==> src/core/tvd_pkg.sv <==
/*
 package for the trap vector, delegation and extension status block.
 assumes one hart, 32-bit native width, access over an axi4-lite slave.
*/
// Summary of operation
// - extension status fields are two bits: off, initial, clean, dirty.
// - any access to an extension while off raises illegal instruction; status stays off.
// - an enable-unit instruction always executes and leaves status at initial.
// - the dirty summary bit is set when any status field holds dirty.
// - machine and supervisor levels share one copy of the status fields.
// - the trap vector register always exists and is writable with legal values.
// - the vector base is always aligned to four bytes.
// - direct mode sends every machine-level trap to the base.
// - vectored mode sends machine-level interrupts to base plus four times the cause.
// - traps go to machine level unless delegation applies.
// - the exception delegation register is 64 bits and read/write.
// - a set delegation bit routes supervisor or user traps to supervisor.
// - delegated trap writes supervisor cause, pc, value, prior privilege, prior enable; clears enable.
// - a delegated trap leaves machine cause, pc, value and prior fields alone.
// - unimplemented delegation bits read back zero after writing all ones.
// - no exception delegation bit reads as a fixed one.
// - machine-level interrupt delegation bits are never fixed at one.
// - traps never go to a less privileged level than the current one.
// - a delegated trap taken while at supervisor stays at supervisor.
// - delegated interrupts are masked while running at machine level.
// - each exception delegation bit index equals its exception cause.
// - at 32-bit width a high register aliases delegation bits 63 to 32.
// - interrupt delegation bits follow pending-interrupt positions; supervisor timer is bit 5.
// - exception delegation bit 11 is always zero.
package tvd_pkg;
	localparam int XW = 32;
	localparam logic [1:0] ST_OFF = 2'h0;
	localparam logic [1:0] ST_INIT = 2'h1;
	localparam logic [1:0] ST_CLEAN = 2'h2;
	localparam logic [1:0] ST_DIRTY = 2'h3;
	localparam logic [1:0] MODE_DIRECT = 2'h0;
	localparam logic [1:0] MODE_VECTORED = 2'h1;
	localparam logic [1:0] PRIV_U = 2'h0;
	localparam logic [1:0] PRIV_S = 2'h1;
	localparam logic [1:0] PRIV_M = 2'h3;
	// register byte addresses
	localparam logic [7:0] A_TVEC = 8'h00;
	localparam logic [7:0] A_EDEL = 8'h04;
	localparam logic [7:0] A_EDELH = 8'h08;
	localparam logic [7:0] A_IDEL = 8'h0C;
	localparam logic [7:0] A_XSTAT = 8'h10;
	localparam logic [7:0] A_STRAP = 8'h14;
	localparam logic [7:0] A_SCAUSE = 8'h18;
	localparam logic [7:0] A_SEPC = 8'h1C;
	localparam logic [7:0] A_STVAL = 8'h20;
	// ext status register fields
	localparam int F_FS = 0;
	localparam int F_VS = 2;
	localparam int F_XS = 4;
	localparam int F_SD = 31;
	// supervisor trap state fields
	localparam int F_SIE = 0;
	localparam int F_SUPERVISOR_PRIOR_INT_ENABLE = 1;
	localparam int F_SPP = 2;
	// implemented delegation masks; bit 11 and all machine irqs held zero
	localparam logic [63:0] EDEL_MASK = 64'h0000_0000_0000_B3FF;
	localparam logic [XW-1:0] IDEL_MASK = 32'h0000_0222;
	localparam logic [XW-1:0] TVEC_RST = 32'h0000_0000;
	localparam logic [XW-1:0] BASE_MASK = 32'hFFFF_FFFC;
	localparam logic [1:0] RESP_OK = 2'h0;
	localparam logic [1:0] RESP_ERR = 2'h2;
	// extension instruction classes
	typedef enum logic [2:0] {OP_NONE, OP_READ, OP_MODIFY, OP_UNCONFIG, OP_DISABLE, OP_ENABLE} tvd_op_t;
endpackage

==> src/core/tvd_core.sv <==
/*
 trap vector selection, trap delegation and extension status for one hart.
 assumes the pipeline offers one trap or one extension operation per cycle,
 and a single axi4-lite master.
*/
`timescale 1ns/1ps
module tvd_core
	import tvd_pkg::*;
(
	// clock and reset
	input wire logic clk,
	input wire logic rst,
	// axi4-lite slave
	input wire logic [7:0] s_axi_awaddr,
	input wire logic s_axi_awvalid,
	output logic s_axi_awready,
	input wire logic [31:0] s_axi_wdata,
	input wire logic [3:0] s_axi_wstrb,
	input wire logic s_axi_wvalid,
	output logic s_axi_wready,
	output logic [1:0] s_axi_bresp,
	output logic s_axi_bvalid,
	input wire logic s_axi_bready,
	input wire logic [7:0] s_axi_araddr,
	input wire logic s_axi_arvalid,
	output logic s_axi_arready,
	output logic [31:0] s_axi_rdata,
	output logic [1:0] s_axi_rresp,
	output logic s_axi_rvalid,
	input wire logic s_axi_rready,
	// trap request from pipeline
	input wire logic trap_valid,
	input wire logic trap_is_irq,
	input wire logic [5:0] trap_cause,
	input wire logic [XW-1:0] trap_pc,
	input wire logic [XW-1:0] trap_val,
	input wire logic [1:0] cur_priv,
	// trap answer
	output logic redirect_valid,
	output logic [XW-1:0] redirect_pc,
	output logic redirect_to_s,
	output logic [XW-1:0] irq_deleg_mask,
	// extension operation from pipeline
	input wire logic ext_op_valid,
	input wire tvd_op_t ext_op,
	input wire logic [1:0] ext_unit,
	output logic ext_illegal
);
	logic [XW-1:0] tvec_reg;
	logic [63:0] edel_reg;
	logic [XW-1:0] idel_reg;
	logic [1:0] fs_reg, vs_reg, xs_reg;
	logic sie_reg, supervisor_prior_int_enable_reg;
	logic [1:0] spp_reg;
	logic [XW-1:0] scause_reg, sepc_reg, stval_reg;
	logic aw_full, w_full;
	logic [7:0] aw_reg;
	logic [31:0] w_reg;
	logic [3:0] ws_reg;
	logic rd_pend;
	logic [7:0] ar_reg;

	// write path: address and data taken in either order
	wire aw_take = s_axi_awvalid && s_axi_awready;
	wire w_take = s_axi_wvalid && s_axi_wready;
	wire do_wr = aw_full && w_full && !s_axi_bvalid;
	wire ar_take = s_axi_arvalid && s_axi_arready;
	// next handshake state, so the readies can come from flops
	wire aw_full_next = !do_wr && (aw_take || aw_full);
	wire w_full_next = !do_wr && (w_take || w_full);
	wire bvalid_next = do_wr || (s_axi_bvalid && !s_axi_bready);
	wire rvalid_next = rd_pend || (s_axi_rvalid && !s_axi_rready);
	wire [31:0] wmask = {{8{ws_reg[3]}}, {8{ws_reg[2]}}, {8{ws_reg[1]}}, {8{ws_reg[0]}}};
	wire wr_tvec = do_wr && aw_reg == A_TVEC;
	wire wr_edel = do_wr && aw_reg == A_EDEL;
	wire wr_edelh = do_wr && aw_reg == A_EDELH;
	wire wr_idel = do_wr && aw_reg == A_IDEL;
	wire wr_xstat = do_wr && aw_reg == A_XSTAT;
	wire wr_strap = do_wr && aw_reg == A_STRAP;
	wire wr_known = wr_tvec | wr_edel | wr_edelh | wr_idel | wr_xstat | wr_strap
		| (do_wr && (aw_reg == A_SCAUSE || aw_reg == A_SEPC || aw_reg == A_STVAL));
	function automatic logic [31:0] merge(input logic [31:0] old, input logic [31:0] nw, input logic [31:0] m);
		merge = (old & ~m) | (nw & m);
	endfunction
	// mode follows the merged lanes, so a write without lane 0 keeps it
	wire [XW-1:0] tvec_wr = merge(tvec_reg, w_reg, wmask);

	wire sd = (fs_reg == ST_DIRTY) || (vs_reg == ST_DIRTY) || (xs_reg == ST_DIRTY);
	wire [31:0] xstat_rd = {sd, 25'h0, xs_reg, vs_reg, fs_reg};
	wire [31:0] strap_rd = {29'h0, spp_reg[0], supervisor_prior_int_enable_reg, sie_reg};
	wire ar_known = ar_reg == A_TVEC || ar_reg == A_EDEL || ar_reg == A_EDELH || ar_reg == A_IDEL
		|| ar_reg == A_XSTAT || ar_reg == A_STRAP || ar_reg == A_SCAUSE || ar_reg == A_SEPC || ar_reg == A_STVAL;
	wire [31:0] rd_mux = ar_reg == A_TVEC ? tvec_reg :
		ar_reg == A_EDEL ? edel_reg[31:0] :
		ar_reg == A_EDELH ? edel_reg[63:32] :
		ar_reg == A_IDEL ? idel_reg :
		ar_reg == A_XSTAT ? xstat_rd :
		ar_reg == A_STRAP ? strap_rd :
		ar_reg == A_SCAUSE ? scause_reg :
		ar_reg == A_SEPC ? sepc_reg :
		ar_reg == A_STVAL ? stval_reg : 32'h0000_0000;

	// never delegate out of machine level
	wire below_m = cur_priv != PRIV_M;
	wire deleg_bit = trap_is_irq ? idel_reg[trap_cause[4:0]] : edel_reg[trap_cause];
	// route delegated lower-level traps to supervisor
	wire to_s = trap_valid && below_m && deleg_bit;
	wire [XW-1:0] base = tvec_reg & BASE_MASK;
	wire [XW-1:0] vec_off = {{(XW-8){1'b0}}, trap_cause, 2'h0};
	// vectored interrupts offset by four times cause
	wire [XW-1:0] m_target = (tvec_reg[1:0] == MODE_VECTORED && trap_is_irq) ? base + vec_off : base;

	// extension status selection
	wire [1:0] cur_st = ext_unit == 2'h0 ? fs_reg : ext_unit == 2'h1 ? vs_reg : xs_reg;
	logic [1:0] st_next;
	logic ill_next;
	always_comb
	begin
		st_next = cur_st;
		ill_next = 1'b0;
		case (ext_op)
			OP_READ: ill_next = cur_st == ST_OFF;
			OP_MODIFY:
			begin
				ill_next = cur_st == ST_OFF;
				st_next = cur_st == ST_OFF ? ST_OFF : ST_DIRTY;
			end
			OP_UNCONFIG:
			begin
				ill_next = cur_st == ST_OFF;
				st_next = cur_st == ST_OFF ? ST_OFF : ST_INIT;
			end
			OP_DISABLE: st_next = ST_OFF;
			OP_ENABLE: st_next = ST_INIT;
			default: st_next = cur_st;
		endcase
	end

	// axi handshakes
	always_ff @(posedge clk)
	begin
		if (rst)
		begin
			aw_full <= 1'b0;
			w_full <= 1'b0;
			aw_reg <= 8'h00;
			w_reg <= 32'h0000_0000;
			ws_reg <= 4'h0;
			s_axi_bvalid <= 1'b0;
			s_axi_bresp <= RESP_OK;
		end
		else
		begin
			if (aw_take)
			begin
				aw_full <= 1'b1;
				aw_reg <= s_axi_awaddr;
			end
			if (w_take)
			begin
				w_full <= 1'b1;
				w_reg <= s_axi_wdata;
				ws_reg <= s_axi_wstrb;
			end
			if (do_wr)
			begin
				aw_full <= 1'b0;
				w_full <= 1'b0;
				s_axi_bvalid <= 1'b1;
				s_axi_bresp <= wr_known ? RESP_OK : RESP_ERR;
			end
			else if (s_axi_bready)
				s_axi_bvalid <= 1'b0;
		end
	end

	always_ff @(posedge clk)
	begin
		if (rst)
		begin
			rd_pend <= 1'b0;
			ar_reg <= 8'h00;
			s_axi_rvalid <= 1'b0;
			s_axi_rdata <= 32'h0000_0000;
			s_axi_rresp <= RESP_OK;
		end
		else if (ar_take)
		begin
			rd_pend <= 1'b1;
			ar_reg <= s_axi_araddr;
		end
		else if (rd_pend)
		begin
			rd_pend <= 1'b0;
			s_axi_rvalid <= 1'b1;
			s_axi_rdata <= rd_mux;
			s_axi_rresp <= ar_known ? RESP_OK : RESP_ERR;
		end
		else if (s_axi_rready)
			s_axi_rvalid <= 1'b0;
	end
	// readies registered; new requests refused while a response is pending
	always_ff @(posedge clk)
	begin
		if (rst)
		begin
			s_axi_awready <= 1'b1;
			s_axi_wready <= 1'b1;
			s_axi_arready <= 1'b1;
		end
		else
		begin
			s_axi_awready <= !aw_full_next && !bvalid_next;
			s_axi_wready <= !w_full_next && !bvalid_next;
			s_axi_arready <= !ar_take && !rvalid_next;
		end
	end

	// delegation and vector registers
	always_ff @(posedge clk)
	begin
		if (rst)
		begin
			tvec_reg <= TVEC_RST;
			edel_reg <= 64'h0;
			idel_reg <= 32'h0000_0000;
		end
		else
		begin
			// writable base, aligned, reserved modes fall back to direct
			if (wr_tvec)
				tvec_reg <= (tvec_wr & BASE_MASK)
					| {30'h0, (tvec_wr[1:0] == MODE_VECTORED) ? MODE_VECTORED : MODE_DIRECT};
			if (wr_edel)
				edel_reg[31:0] <= merge(edel_reg[31:0], w_reg, wmask) & EDEL_MASK[31:0];
			if (wr_edelh)
				edel_reg[63:32] <= merge(edel_reg[63:32], w_reg, wmask) & EDEL_MASK[63:32];
			// only supervisor irq positions, supervisor timer at 5
			if (wr_idel)
				idel_reg <= merge(idel_reg, w_reg, wmask) & IDEL_MASK;
		end
	end

	// single shared status copy; software writes update fs and vs only, instructions update all three
	always_ff @(posedge clk)
	begin
		if (rst)
		begin
			fs_reg <= ST_OFF;
			vs_reg <= ST_OFF;
			xs_reg <= ST_OFF;
			ext_illegal <= 1'b0;
		end
		else
		begin
			ext_illegal <= ext_op_valid && ill_next;
			// two-bit fields; instruction update wins over a same-cycle write
			if (ext_op_valid && ext_unit == 2'h0)
				fs_reg <= st_next;
			else if (wr_xstat && ws_reg[0])
				fs_reg <= w_reg[F_FS +: 2];
			if (ext_op_valid && ext_unit == 2'h1)
				vs_reg <= st_next;
			else if (wr_xstat && ws_reg[0])
				vs_reg <= w_reg[F_VS +: 2];
			if (ext_op_valid && ext_unit == 2'h2)
				xs_reg <= st_next;
		end
	end

	// supervisor trap state and redirect
	always_ff @(posedge clk)
	begin
		if (rst)
		begin
			sie_reg <= 1'b0;
			supervisor_prior_int_enable_reg <= 1'b0;
			spp_reg <= PRIV_U;
			scause_reg <= 32'h0000_0000;
			sepc_reg <= 32'h0000_0000;
			stval_reg <= 32'h0000_0000;
			redirect_valid <= 1'b0;
			redirect_pc <= 32'h0000_0000;
			redirect_to_s <= 1'b0;
			irq_deleg_mask <= 32'h0000_0000;
		end
		else
		begin
			redirect_valid <= trap_valid;
			redirect_to_s <= to_s;
			// delegated irqs masked while in machine level
			irq_deleg_mask <= idel_reg;
			if (to_s)
			begin
				scause_reg <= {trap_is_irq, {(XW-7){1'b0}}, trap_cause};
				sepc_reg <= trap_pc;
				stval_reg <= trap_val;
				spp_reg <= cur_priv;
				supervisor_prior_int_enable_reg <= sie_reg;
				sie_reg <= 1'b0;
				// redirect_to_s keeps machine trap state untouched
				redirect_pc <= base;
			end
			else
			begin
				if (wr_strap && ws_reg[0])
				begin
					sie_reg <= w_reg[F_SIE];
					supervisor_prior_int_enable_reg <= w_reg[F_SUPERVISOR_PRIOR_INT_ENABLE];
					spp_reg <= {1'b0, w_reg[F_SPP]};
				end
				if (trap_valid)
					redirect_pc <= m_target;
			end
		end
	end
endmodule

==> config.mk <==
export PLATFORM = sky130hd
export DESIGN_NAME = tvd_core
export DESIGN_NICKNAME = d
export VERILOG_FILES = /design/src/core/tvd_pkg.sv /design/src/core/tvd_core.sv
export SDC_FILE = /design/constraint.sdc
export NUM_CORES = 1
export LEC_CHECK = 0
export BUFFER_PORTS_ARGS = -buffer_cell sky130_fd_sc_hd__buf_2
export CAP_MARGIN = 20
export CORE_ASPECT_RATIO = 0.5
export CORE_MARGIN = 4
export CORE_UTILIZATION = 41
export DETAILED_ROUTE_END_ITERATION = 8
export PLACE_DENSITY = 0.67
export SYNTH_ARGS = -nofsm -noshare
export SYNTH_HDL_FRONTEND = slang
export SYNTH_SLANG_ARGS = --single-unit
==> constraint.sdc <==
create_clock -name clk -period 3.1 [get_ports clk]
set_input_delay 0.62 -clock clk [delete_from_list [all_inputs] [get_ports clk]]
set_output_delay 0.62 -clock clk [all_outputs]
set_load 0.01 [all_outputs]
==> results.cfg <==
[outcome]
status = complete, no violations

[logic_synthesis]
async_flop_share_pct = 0
yosysWarnings = 0
ys_types = 74
synth_top_area_share_pct = 42.8
synth_most_common_cell = nand2_1
netlist_instances = 1455
yosys.area.top_type = dfxtp_1
ys_seq_area_share_pct = 42.8
syn_area_per_cell_sq_um = 8.26
synth.area.top_cells = dfxtp_1 43%, nand2_1 11%, mux2i_1 8.3%
synth_flop_cell = dfxtp_1
synth_edf_count = 0
ys_ff_latch = 257
syn_area_sq_um = 12000
synth_commonest_cells = 337 x nand2_1, 257 x dfxtp_1, 103 x a21oi_1, 100 x mux2i_1

[job]
max-cap-violations = 0

[timing]
timing.fmax_mhz = 399
fin_skew_ps = 11.2
drv_slew = 0
worst_hold_slack_ps = 324
hold_viol = 0
setup_ws_ps = 597
worst_slew_pin_slew_ps = 904
slew_headroom_pct = 39.7
fin_setup_tns_ps = 0
fin_crit_sh_pct = 80.8
setup_viol_count_final = 0
rsz0062_at_grt = no
min_period_ps = 2500

[routing]
routed_wirelength_microns = 35400
first_iter_violations = 857
drt_pre_antenna_iters = 5
drcViolationCount = 0
via_per_inst = 5.43
wl_per_cell_microns = 17.5
via_count = 11000
ant_nets = 0

[global_route]
grt_pass1_vias = 10400
grtUsageMet1_pct = 29.8
met3_usage_pct = 3.61
grt_max_degree = 87
antenna_found_initial = 1
grt_pass1_wl_microns = 55800
grt_overflow = 0
met2_usage_pct = 33.8
grt_busiest_layer = met2
grtUsageTotal_pct = 21.0

[cts]
clkTransAtPathRegs_ps = 70
cts_root_buf = clkbuf_16
hold_buffers = 0
ctsHtreeMaxLevel = 1
cts-resized-gates = 0
ctsLongestPathBuffers = 3
numClockSinks = 257
insertion_delay_ps = 530
postCtsSetupRepairBufs = 0
cts_buffers = 24
tritoncts = built

[worst_setup_path]
required_ps = 3490
cp.arrival_ps = 2890
timing.critical_path.cells = or4_1 > nor3_4 > mux2_2 > a221oi_1 > nor4_1
end_kind = flip-flop
crit_buf_inv = 0
critical_path.startpoint_type = flip-flop
critPathKind = flip-flop to flip-flop
critPathMaxFanout = 12
max_stage_delay_ps = 620
path_delay_family = simple AND/OR/NAND/NOR gates
slowest_stage = or4_1

[place]
post-place-ws_ps = 339
hpwlAfterDp_microns = 25900
postPlaceCellArea_sq_um = 13400
routabilityCongestion = 0.886
port_buffers = 213

[power_and_ir_drop]
powerDensity_nw_per_um2 = 503
power.leakage_nw = 6.14
ir_drop_mv = 0.306

[floorplan]
initial_core_util_pct = 42.5
io_pins = 247
die_x_microns = 250
die_height_microns = 129
die_area_sq_um = 32300
core_sq_um = 28200
row_count = 43

[layout]
final_area_sq_um = 14200
syn2layout_area_growth_pct = 17.9
utilization_pct = 50.2
fillers = 2783
nNetsFinal = 1773
diodes = 0
drive_gt1_share_pct = 19.8

[worst_hold_path]
holdCritPathClass = input pin to flip-flop
[final cells by class]
cell class	instances	area (sq um)	area share [%]
clock buffers	34	689	4.87
multi-input cells	1073	6270	44.2
flip-flops and latches	257	5140	36.3
clock inverters	8	77.6	0.548
well taps	382	478	3.37
repair buffers	255	1450	10.2
inverters	16	62.6	0.442
[power breakdown]
| group | leakage [nW] | internal [mW] | switching (mW) |
|---|---|---|---|
| sequential | 2.09 | 3.40 | 0.0762 |
| combinational | 3.68 | 0.267 | 0.460 |
| clock | 0.371 | 1.64 | 1.29 |
| total | 6.14 | 5.30 | 1.82 |
[worst paths after layout]
check	startpoint	to	cells past startpoint	slack [ps]
max	ar_reg[7]	s_axi_rdata[12]	5	600
min	s_axi_wdata[3]	w_reg[3]	3	320
max reg2reg	ar_reg[7]	s_axi_rdata[12]	5	600
min reg2reg	ar_reg[6]	ar_reg[6]	2	450
[layer usage]
metal | wire, microns | share of wire, %
met2 | 16100 | 45
met3 | 1980 | 5.6
met1 | 16500 | 47
met4 | 837 | 2.4
met5 | 13 | 0.037
[layout by cell type, fill, tap and decap left out, types with 17 or more instances in the layout]
cell,netlist,routed
dfxtp_1,257,257
buf_4,35,38
nand3_1,61,61
buf_2,15,212
mux2_2,18,18
clkbuf_16,0,25
nand2_1,337,337
o21ai_0,29,29
o211ai_1,17,17
a311oi_1,27,27
nor2_1,84,84
nor3_1,31,29
conb_1,1,33
a21oi_1,103,103
mux2i_1,100,100
a22oi_1,20,20
[per-stage QoR]
stage	std cells	total power [mW]
2_1_floorplan	1487	4.01
3_3_place_gp	1983	4.27
3_5_place_dp	1983	4.27
4_1_cts	2025	7.18
5_1_grt	2025	7.43
6_report	2025	7.13
[worst min-delay path, cell delays in order]
cell and delay, ps:
buf_2 100, nand2_1 40, a21oi_1 50
[cell families (layout without fill, tap and decap cells)]
family | Yosys count | after routing | synth area share (%)
and+or+nand+nor | 619 | 619 | 23.1
AOI/OAI and AO/OA | 289 | 289 | 16.3
DFF | 257 | 257 | 42.8
buffers and inverters | 157 | 313 | 6.22
muxes | 122 | 122 | 10.6
adders and majority gates | 7 | 7 | 0.792
xor gates and xnor gates | 3 | 3 | 0.219
other | 1 | 33 | 0.0312
Power figures use the tool's default switching activity.
